File: src/gtm_cfg.svh
// Register offsets, field positions and reset values of the split 16-bit timer
`ifndef GTM_CFG_SVH
`define GTM_CFG_SVH

`define GTM_OFS_CFG     8'h00
`define GTM_OFS_MODE_A  8'h04
`define GTM_OFS_MODE_B  8'h08
`define GTM_OFS_CTL     8'h0C
`define GTM_OFS_IMR     8'h18
`define GTM_OFS_RIS     8'h1C
`define GTM_OFS_MIS     8'h20
`define GTM_OFS_ICR     8'h24
`define GTM_OFS_ILR_A   8'h28
`define GTM_OFS_ILR_B   8'h2C
`define GTM_OFS_MATCH_A 8'h30
`define GTM_OFS_MATCH_B 8'h34
`define GTM_OFS_PR_A    8'h38
`define GTM_OFS_PR_B    8'h3C
`define GTM_OFS_CNT_A   8'h48
`define GTM_OFS_CNT_B   8'h4C

`define GTM_CFG_16BIT   3'h4
`define GTM_MODE_ONE    2'h1
`define GTM_MODE_PER    2'h2
`define GTM_MODE_CAP    2'h3
`define GTM_CTL_STRIDE  8
`define GTM_CTL_EN      0
`define GTM_CTL_STALL   1
`define GTM_CTL_EVT     2
`define GTM_CTL_POL     6
`define GTM_FLAG_TO     0
`define GTM_FLAG_CM     1
`define GTM_FLAG_CE     2
`define GTM_EVT_RISE    2'h0
`define GTM_EVT_FALL    2'h1
`define GTM_EVT_BOTH    2'h3
`define GTM_ILR_RST     16'hFFFF
`define GTM_PR_RST      8'h00

`endif

File: src/gtm_pkg.sv
// Types shared by the split 16-bit timer
`default_nettype none
package gtm_pkg;
  typedef struct packed {
    logic [2:0]       cfg;
    logic [1:0][3:0]  mode;
    logic [1:0]       en;
    logic [1:0]       stall;
    logic [1:0]       pol;
    logic [1:0][1:0]  evt;
    logic [1:0][2:0]  imr;
    logic [1:0][2:0]  ris;
    logic [1:0][15:0] ilr;
    logic [1:0][15:0] match;
    logic [1:0][15:0] cnt;
    logic [1:0][15:0] cap;
    logic [1:0][7:0]  pr;
    logic [1:0][7:0]  pres;
    logic [1:0]       ldp;
    logic [1:0]       s1;
    logic [1:0]       s2;
    logic [1:0]       s3;
    logic [1:0]       pwm;
    logic [1:0]       ccp_o;
    logic [1:0]       oe_n;
    logic             irq;
    logic [31:0]      prdata;
    logic             pslverr;
  } gtm_state_s;
endpackage
`default_nettype wire

File: src/gtm_timer16.sv
// Split 16-bit timer pair with APB register access
//
// Summary of operation
// - Configuration value 0x4 selects independent 16-bit timers
// - One-shot/periodic: 16-bit down-counter with 8-bit prescaler
// - Count from preload; reload counter and prescaler after zero
// - One-shot stops and clears enable; periodic continues
// - Zero sets sticky timeout flag; masked raises interrupt
// - Interval load write reloads counter next cycle
// - Stall bit freezes counter during debug halt
// - No prescaling in edge count, edge time, PWM
// - Capture bit clear selects edge count; event picks edges
// - Each selected edge decrements until match value
// - Count match sets raw match flag; masked flag only if its mask bit is set
// - After match reload, clear enable, ignore edges
// - Capture bit set selects free-running edge time
// - Selected edge copies count and sets event flags
// - Capture held until next edge; reload at zero
// - PWM: alternate bit 1, capture bit 0, mode 2
// - PWM counts down, reloads, no status flags
// - PWM asserts at load value, drops at match
// - Polarity bit inverts the PWM output
// - Mode field: 1 one-shot, 2 periodic
// - Edge capture modes need mode field 3
// - Load resets to FFFF, prescale to 00, controls cleared
//
// The address map and the APB interface to the registers were chosen for this implementation.
`include "gtm_cfg.svh"
`default_nettype none
module gtm_timer16 #(
  parameter int ADDR_W = 12
) (
  input  wire logic              core_clk_in,
  input  wire logic              rst_in,
  input  wire logic              psel_in,
  input  wire logic              penable_in,
  input  wire logic              pwrite_in,
  input  wire logic [ADDR_W-1:0] paddr_in,
  input  wire logic [31:0]       pwdata_in,
  output logic                   pready_out,
  output logic [31:0]            prdata_out,
  output logic                   pslverr_out,
  input  wire logic              dbg_halt_in,
  input  wire logic              ccp_a_in,
  output logic                   ccp_a_out,
  output logic                   ccp_a_oe_n_out,
  input  wire logic              ccp_b_in,
  output logic                   ccp_b_out,
  output logic                   ccp_b_oe_n_out,
  output logic                   irq_out
);

  gtm_pkg::gtm_state_s q;
  gtm_pkg::gtm_state_s next_q;
  logic [1:0] pin;

  assign pin = {ccp_b_in, ccp_a_in};

  // Edge qualifier; code 2 of the event field selects no edge
  function automatic logic edge_hit(input logic [1:0] evt, input logic cur, input logic prev);
    logic rise;
    logic fall;
    rise = cur & ~prev;
    fall = ~cur & prev;
    unique case (evt)
      `GTM_EVT_RISE: edge_hit = rise;
      `GTM_EVT_FALL: edge_hit = fall;
      `GTM_EVT_BOTH: edge_hit = rise | fall;
      default:       edge_hit = 1'b0;
    endcase
  endfunction

  // Read decode; bit 32 flags an unmapped address
  function automatic logic [32:0] read_mux(input gtm_pkg::gtm_state_s s, input logic [7:0] a);
    logic [31:0] d;
    logic        err;
    d = 32'h0000_0000;
    err = 1'b0;
    case (a)
      `GTM_OFS_CFG:     d[2:0] = s.cfg;
      `GTM_OFS_MODE_A:  d[3:0] = s.mode[0];
      `GTM_OFS_MODE_B:  d[3:0] = s.mode[1];
      `GTM_OFS_CTL: begin
        for (int i = 0; i < 2; i++) begin
          d[`GTM_CTL_STRIDE*i + `GTM_CTL_EN] = s.en[i];
          d[`GTM_CTL_STRIDE*i + `GTM_CTL_STALL] = s.stall[i];
          d[`GTM_CTL_STRIDE*i + `GTM_CTL_EVT +: 2] = s.evt[i];
          d[`GTM_CTL_STRIDE*i + `GTM_CTL_POL] = s.pol[i];
        end
      end
      `GTM_OFS_IMR:     d = {21'h000000, s.imr[1], 5'h00, s.imr[0]};
      `GTM_OFS_RIS:     d = {21'h000000, s.ris[1], 5'h00, s.ris[0]};
      `GTM_OFS_MIS:     d = {21'h000000, s.ris[1] & s.imr[1], 5'h00, s.ris[0] & s.imr[0]};
      `GTM_OFS_ICR:     d = 32'h0000_0000;
      `GTM_OFS_ILR_A:   d[15:0] = s.ilr[0];
      `GTM_OFS_ILR_B:   d[15:0] = s.ilr[1];
      `GTM_OFS_MATCH_A: d[15:0] = s.match[0];
      `GTM_OFS_MATCH_B: d[15:0] = s.match[1];
      `GTM_OFS_PR_A:    d[7:0] = s.pr[0];
      `GTM_OFS_PR_B:    d[7:0] = s.pr[1];
      // Edge time and mode value 0xF show the held capture, all other modes the live count
      `GTM_OFS_CNT_A:   d[15:0] = (s.mode[0][2:0] == {1'b1, `GTM_MODE_CAP}) ? s.cap[0] : s.cnt[0];
      `GTM_OFS_CNT_B:   d[15:0] = (s.mode[1][2:0] == {1'b1, `GTM_MODE_CAP}) ? s.cap[1] : s.cnt[1];
      default:          err = 1'b1;
    endcase
    read_mux = {err, d};
  endfunction

  always_comb begin
    logic        act;
    logic        hit;
    logic [1:0]  md;
    logic        cmr;
    logic        ams;
    logic [15:0] dec;
    logic [32:0] rd;
    act = 1'b0;
    hit = 1'b0;
    md = 2'h0;
    cmr = 1'b0;
    ams = 1'b0;
    dec = 16'h0000;
    rd = read_mux(q, paddr_in[7:0]);
    next_q = q;
    next_q.ldp = 2'b00;
    // Read data latched in setup so it is stable through the access phase
    if (psel_in && !penable_in) begin
      next_q.prdata = rd[31:0];
      next_q.pslverr = rd[32] | (|paddr_in[ADDR_W-1:8]);
    end
    if (psel_in && penable_in && pwrite_in && !q.pslverr) begin
      case (paddr_in[7:0])
        `GTM_OFS_CFG:    next_q.cfg = pwdata_in[2:0];
        `GTM_OFS_MODE_A: next_q.mode[0] = pwdata_in[3:0];
        `GTM_OFS_MODE_B: next_q.mode[1] = pwdata_in[3:0];
        `GTM_OFS_CTL: begin
          for (int i = 0; i < 2; i++) begin
            next_q.en[i] = pwdata_in[`GTM_CTL_STRIDE*i + `GTM_CTL_EN];
            next_q.stall[i] = pwdata_in[`GTM_CTL_STRIDE*i + `GTM_CTL_STALL];
            next_q.evt[i] = pwdata_in[`GTM_CTL_STRIDE*i + `GTM_CTL_EVT +: 2];
            next_q.pol[i] = pwdata_in[`GTM_CTL_STRIDE*i + `GTM_CTL_POL];
          end
        end
        `GTM_OFS_IMR: begin
          next_q.imr[0] = pwdata_in[2:0];
          next_q.imr[1] = pwdata_in[10:8];
        end
        `GTM_OFS_ICR: begin
          next_q.ris[0] = q.ris[0] & ~pwdata_in[2:0];
          next_q.ris[1] = q.ris[1] & ~pwdata_in[10:8];
        end
        `GTM_OFS_ILR_A: begin
          next_q.ilr[0] = pwdata_in[15:0];
          next_q.ldp[0] = 1'b1;
        end
        `GTM_OFS_ILR_B: begin
          next_q.ilr[1] = pwdata_in[15:0];
          next_q.ldp[1] = 1'b1;
        end
        `GTM_OFS_MATCH_A: next_q.match[0] = pwdata_in[15:0];
        `GTM_OFS_MATCH_B: next_q.match[1] = pwdata_in[15:0];
        `GTM_OFS_PR_A:    next_q.pr[0] = pwdata_in[7:0];
        `GTM_OFS_PR_B:    next_q.pr[1] = pwdata_in[7:0];
        default: ;
      endcase
    end
    for (int i = 0; i < 2; i++) begin
      next_q.s1[i] = pin[i];
      next_q.s2[i] = q.s1[i];
      next_q.s3[i] = q.s2[i];
      hit = edge_hit(q.evt[i], q.s2[i], q.s3[i]);
      md = q.mode[i][1:0];
      cmr = q.mode[i][2];
      ams = q.mode[i][3];
      dec = q.cnt[i] - 16'h0001;
      // Only the global 16-bit arrangement runs these timers
      act = (q.cfg == `GTM_CFG_16BIT) && q.en[i] && !(q.stall[i] && dbg_halt_in);
      if (q.ldp[i]) begin
        next_q.cnt[i] = q.ilr[i];
        next_q.pres[i] = q.pr[i];
      end else if (act) begin
        if (ams && !cmr && md == `GTM_MODE_PER) begin
          // PWM: no prescaler, no flags
          next_q.cnt[i] = (q.cnt[i] == 16'h0000) ? q.ilr[i] : dec;
          if (q.cnt[i] == q.ilr[i]) begin
            next_q.pwm[i] = 1'b1;
          end else if (q.cnt[i] == q.match[i]) begin
            next_q.pwm[i] = 1'b0;
          end
        end else if (!ams && md == `GTM_MODE_CAP && !cmr) begin
          // Guard keeps a count already at match from wrapping
          if (hit && q.cnt[i] != q.match[i]) begin
            next_q.cnt[i] = dec;
            if (dec == q.match[i]) begin
              next_q.ris[i][`GTM_FLAG_CM] = 1'b1;
              next_q.cnt[i] = q.ilr[i];
              next_q.en[i] = 1'b0;
            end
          end
        end else if (!ams && md == `GTM_MODE_CAP) begin
          next_q.cnt[i] = (q.cnt[i] == 16'h0000) ? q.ilr[i] : dec;
          if (hit) begin
            next_q.cap[i] = q.cnt[i];
            next_q.ris[i][`GTM_FLAG_CE] = 1'b1;
          end
        end else if (!ams && (md == `GTM_MODE_ONE || md == `GTM_MODE_PER)) begin
          if (q.pres[i] != 8'h00) begin
            next_q.pres[i] = q.pres[i] - 8'h01;
          end else begin
            next_q.pres[i] = q.pr[i];
            if (q.cnt[i] == 16'h0000) begin
              next_q.cnt[i] = q.ilr[i];
              next_q.ris[i][`GTM_FLAG_TO] = 1'b1;
              if (md == `GTM_MODE_ONE) begin
                next_q.en[i] = 1'b0;
              end
            end else begin
              next_q.cnt[i] = dec;
            end
          end
        end
      end
      next_q.ccp_o[i] = next_q.pwm[i] ^ next_q.pol[i];
      next_q.oe_n[i] = !(next_q.cfg == `GTM_CFG_16BIT && next_q.mode[i] == {2'b10, `GTM_MODE_PER});
    end
    next_q.irq = |{next_q.ris[1] & next_q.imr[1], next_q.ris[0] & next_q.imr[0]};
  end

  always_ff @(posedge core_clk_in or posedge rst_in) begin
    if (rst_in) begin
      q <= '0;
      q.ilr <= {`GTM_ILR_RST, `GTM_ILR_RST};
      q.cnt <= {`GTM_ILR_RST, `GTM_ILR_RST};
      q.pr <= {`GTM_PR_RST, `GTM_PR_RST};
      q.pres <= {`GTM_PR_RST, `GTM_PR_RST};
      q.oe_n <= 2'b11;
    end else begin
      q <= next_q;
    end
  end

  assign pready_out = psel_in & penable_in;
  assign prdata_out = q.prdata;
  assign pslverr_out = q.pslverr & psel_in & penable_in;
  assign ccp_a_out = q.ccp_o[0];
  assign ccp_b_out = q.ccp_o[1];
  assign ccp_a_oe_n_out = q.oe_n[0];
  assign ccp_b_oe_n_out = q.oe_n[1];
  assign irq_out = q.irq;

  // Checks on timer A
  logic a_run;
  logic a_os;
  logic a_pwm;
  logic a_ec;
  logic a_et;
  logic a_hit;
  assign a_run = (q.cfg == `GTM_CFG_16BIT) && q.en[0] && !(q.stall[0] && dbg_halt_in) && !q.ldp[0];
  assign a_os = a_run && q.mode[0][3:2] == 2'b00 && q.mode[0][1:0] != `GTM_MODE_CAP
                && q.mode[0][1:0] != 2'b00;
  assign a_pwm = a_run && q.mode[0] == {2'b10, `GTM_MODE_PER};
  assign a_ec = a_run && q.mode[0] == {2'b00, `GTM_MODE_CAP};
  assign a_et = a_run && q.mode[0] == {2'b01, `GTM_MODE_CAP};
  assign a_hit = edge_hit(q.evt[0], q.s2[0], q.s3[0]);
endmodule
`default_nettype wire

File: config.mk
export PLATFORM = sky130hd
export DESIGN_NAME = gtm_timer16
export DESIGN_NICKNAME = d
export VERILOG_FILES = /design/src/gtm_pkg.sv /design/src/gtm_timer16.sv
export VERILOG_INCLUDE_DIRS = /design/src
export SDC_FILE = /design/constraint.sdc
export NUM_CORES = 1
export LEC_CHECK = 0
export BUFFER_PORTS_ARGS = -buffer_cell sky130_fd_sc_hd__buf_2
export CORE_UTILIZATION = 56
export CTS_CLUSTER_DIAMETER = 60
export CTS_CLUSTER_SIZE = 8
export DETAILED_ROUTE_END_ITERATION = 12
export PLACE_DENSITY = 0.75
export SKIP_LAST_GASP = 1
export SYNTH_ARGS = -nofsm -noshare
export SYNTH_HDL_FRONTEND = slang
export SYNTH_SLANG_ARGS = --single-unit
File: constraint.sdc
create_clock -name core_clk_in -period 8.45 [get_ports core_clk_in]
set_input_delay 0.4225 -clock core_clk_in [delete_from_list [all_inputs] [get_ports core_clk_in]]
set_output_delay 0.4225 -clock core_clk_in [all_outputs]
set_load 0.01 [all_outputs]
==> flow_summary.toml <==
[floorplan]
start_util_pct = 57.8
dieWidth_microns = 156
core_area_sq_mm = 0.0228
rows = 55
die_height_microns = 156
dieArea_sq_mm = 0.0242
ios = 91

[global_route]
grt_pass1_vias = 10700
grt_use_total_pct = 32.6
grt_pass1_wl_microns = 60500
antenna_found_initial = 1
grt_max_degree = 100
grt_overflow_total = 0

[power_and_ir_drop]
pwr-share-comb_pct = 3.5
sequentialPowerShare_pct = 44.3
clockPowerShare_pct = 52.2
p_int_uw = 1940
swShare_pct = 21.9
p_switching_uw = 543
p_leak_uw = 0.00675
powerDensity_mw_per_mm2 = 171
peakVddDrop_v = 0.000136

[setup_path]
crit_chain = "inv_1 > ha_1 > nor3b_1 > nand2_1 > o311ai_0 > o311a_1 > nor2b_1 > nand2_1 > o311ai_0"
cp-end-kind = "flip-flop"
crit_arrival_ps = 4500
crit_slowest_cell = "nor2b_1"
critical_path_class = "reg2reg"
path_max_fanout = 16
crit_required_ps = 8830
crit_buf_inv = 1
cp_slowest_stage_delay_ps = 680
startpoint_type = "flip-flop"
cp_top_family = "simple AND/OR/NAND/NOR gates"

[layout]
num_antenna_cells = 0
layout.nets = 1413
syn_to_final_growth_pct = 9.88
drive_above_1_share_pct = 24.0
fin_cells = 1686

[place]
dp_hpwl_microns = 27200
place.gp.congestion = 0.989
dp.cells = 1624
port_buffers = 58

[timing]
slew-limit-headroom_pct = 26.2
hold_viol = 0
period_minus_slack_ps = 4120
max_freq_mhz = 243
fin_skew_ps = 16.5
tns_ps = 0
worst_slew_pin_slew_ps = 1100
rsz0062_at_grt = "false"
period_share_pct = 48.7
setup_viol = 0
slew_viol_final = 0

[clock_network]
postCtsSetupBuffers = 0
clockBufferDepth = 3
insertion_delay_ps = 510
cts_htree_levels = 2
clk_pin_slew_ps = 50
root_buffer = "clkbuf_16"
cts_buffers = 34
cts.repair.resized = 0
tritoncts = "done"
ctsHoldBuffers = 0
cts.sink_count = 225

[yosys]
netlist-cell-type-count = 77
synth_edf_count = 0
ys_async_sr_fraction_pct = 100
ys_seq_elements = 225
ys_warn_count = 0
synth_area_sq_mm = 0.0132
ys.flop_type = "dfrtp_1"
yosys-top-cells-count = "dfrtp_1 (159), nand2_1 (149), mux2_2 (135)"
synth_largest_area_cell = "dfrtp_1"
synth_most_common_cell = "dfrtp_1"
yosys-top-cells-area = "dfrtp_1 (30%), dfstp_2 (13%), mux2_2 (12%)"
synth_top_cell_area_share_pct = 30.1
synth_area_per_cell_sq_um = 9.82
yosysSeqAreaShare_pct = 43.3
netlist_instances = 1344

[detailed_routing]
wl_per_cell_microns = 22.6
wl_microns = 38000
drt_iter0_drc = 1018
antenna_left = 0
first_pass_iters = 5
num_vias = 11000
via_per_inst = 6.53
drcViolationCount = 0

[hold_path]
hold_class = "in2reg"

[status]
outcome = "completed"

[run]
max_cap_violations = 0
## state kept, by name, indices dropped and copies added (netlist names)
name,flops
ccp_b_oe_n_out,1
ccp_a_out,1
prdata_out,16
ccp_b_out,1
q,200
ccp_a_oe_n_out,1
irq_out,1
next_q,4
## power by group through the flow
| stage | logic, uW | clock network, uW | registers, uW |
|---|---|---|---|
| 5_1_grt | 95.9 | 1360 | 1100 |
| 2_1_floorplan | 57.9 | 0 | 1110 |
| 3_3_place_gp | 84.8 | 0 | 1120 |
| 6_report | 86.3 | 1290 | 1100 |
| 3_5_place_dp | 86.1 | 0 | 1120 |
| 4_1_cts | 86.6 | 1310 | 1100 |
## cell usage in the layout (no fill, tap or decap), types with 10 or more instances in the layout
master / netlist / final
or3_1: 17 / 17
inv_1: 33 / 32
dfrtp_1: 159 / 159
a211o_1: 10 / 10
buf_4: 34 / 12
clkbuf_1: 72 / 22
a21o_1: 11 / 11
a31oi_1: 23 / 23
mux2i_1: 11 / 11
a22oi_1: 25 / 25
conb_1: 1 / 16
nand3_1: 21 / 21
nand2b_1: 12 / 12
clkbuf_16: 0 / 37
ha_1: 14 / 14
nand4_1: 14 / 14
a21oi_1: 84 / 84
buf_2: 6 / 58
xnor2_1: 29 / 29
nor3_1: 40 / 40
xor2_1: 60 / 60
o21ai_0: 35 / 35
nand2_1: 149 / 149
a221o_1: 15 / 15
o22ai_1: 10 / 10
mux2_2: 135 / 135
dfstp_2: 66 / 66
nor2_1: 55 / 55
nor3b_1: 16 / 16
nor2b_1: 14 / 14
nor4_1: 27 / 25
## area by class of cell
cell class | count | area, sq um
Tap cell | 313 | 392
Clock buffer | 61 | 1040
Fill cell | 1883 | 8340
Clock inverter | 1 | 5.00
Timing Repair Buffer | 70 | 380
Inverter | 33 | 131
Multi-Input combinational cell | 983 | 6850
Sequential cell | 225 | 5710
## worst register-to-register path, cell delays in order (launching register included)
cell,delay [ps]
dfrtp_1,400
inv_1,70
ha_1,160
nor3b_1,380
nand2_1,210
o311ai_0,460
o311a_1,570
nor2b_1,680
nand2_1,570
o311ai_0,490
## routing by layer
metal | part of all wire [%] | GRT usage [%]
met5 | 0.034 | 0
met4 | 3.7 | 14.6
met3 | 8.1 | 5.97
met2 | 46 | 50.5
met1 | 43 | 44.8
## kinds of logic (layout without fill, tap and decap cells)
family | after synthesis | count (layout) | share of synthesized area, %
simple gates | 423 | 423 | 16.4
compound gates | 295 | 295 | 15.4
flops | 225 | 225 | 43.3
buf+inv | 151 | 165 | 5.37
mux | 146 | 146 | 12.4
xor+xnor | 89 | 89 | 5.91
fa+ha+maj | 14 | 14 | 1.33
other cells | 1 | 16 | 0.0284
## worst paths after layout
kind                                       from                    to  slack [ps]  depth (start not counted)
min reg2reg                next_q[43]$_DFF_PP0_  next_q[41]$_DFF_PP0_         350                          0
max reg2reg                   q[56]$_DFFE_PP0P_    q[132]$_DFFE_PP1P_        4330                          9
min                                    ccp_b_in  next_q[43]$_DFF_PP0_          30                          1
max                           q[56]$_DFFE_PP0P_    q[132]$_DFFE_PP1P_        4330                          9
min in group asynchronous                rst_in     q[55]$_DFFE_PP0P_          40                          2
max in group asynchronous                rst_in    q[220]$_DFFE_PP0P_        6370                          4
## through the flow
| step | hold slack [ps] | util [%] | power [uW] | setup slack, ps | cell area, sq um |
|---|---|---|---|---|---|
| final | 29.2 | 63.5 | 2480 | 4330 | 14500 |
| after global placement | 332 | 58.9 | 1200 | 4550 | 13500 |
| after floorplan | 331 | - | 1170 | 1970 | 13300 |
| after detailed placement | 337 | 58.9 | 1200 | 4460 | 13500 |
| after global routing | 22.3 | 63.5 | 2550 | 4080 | 14500 |
| after CTS | 18.7 | 63.5 | 2500 | 4430 | 14500 |
Note: power is estimated with default switching activity, not from simulation.
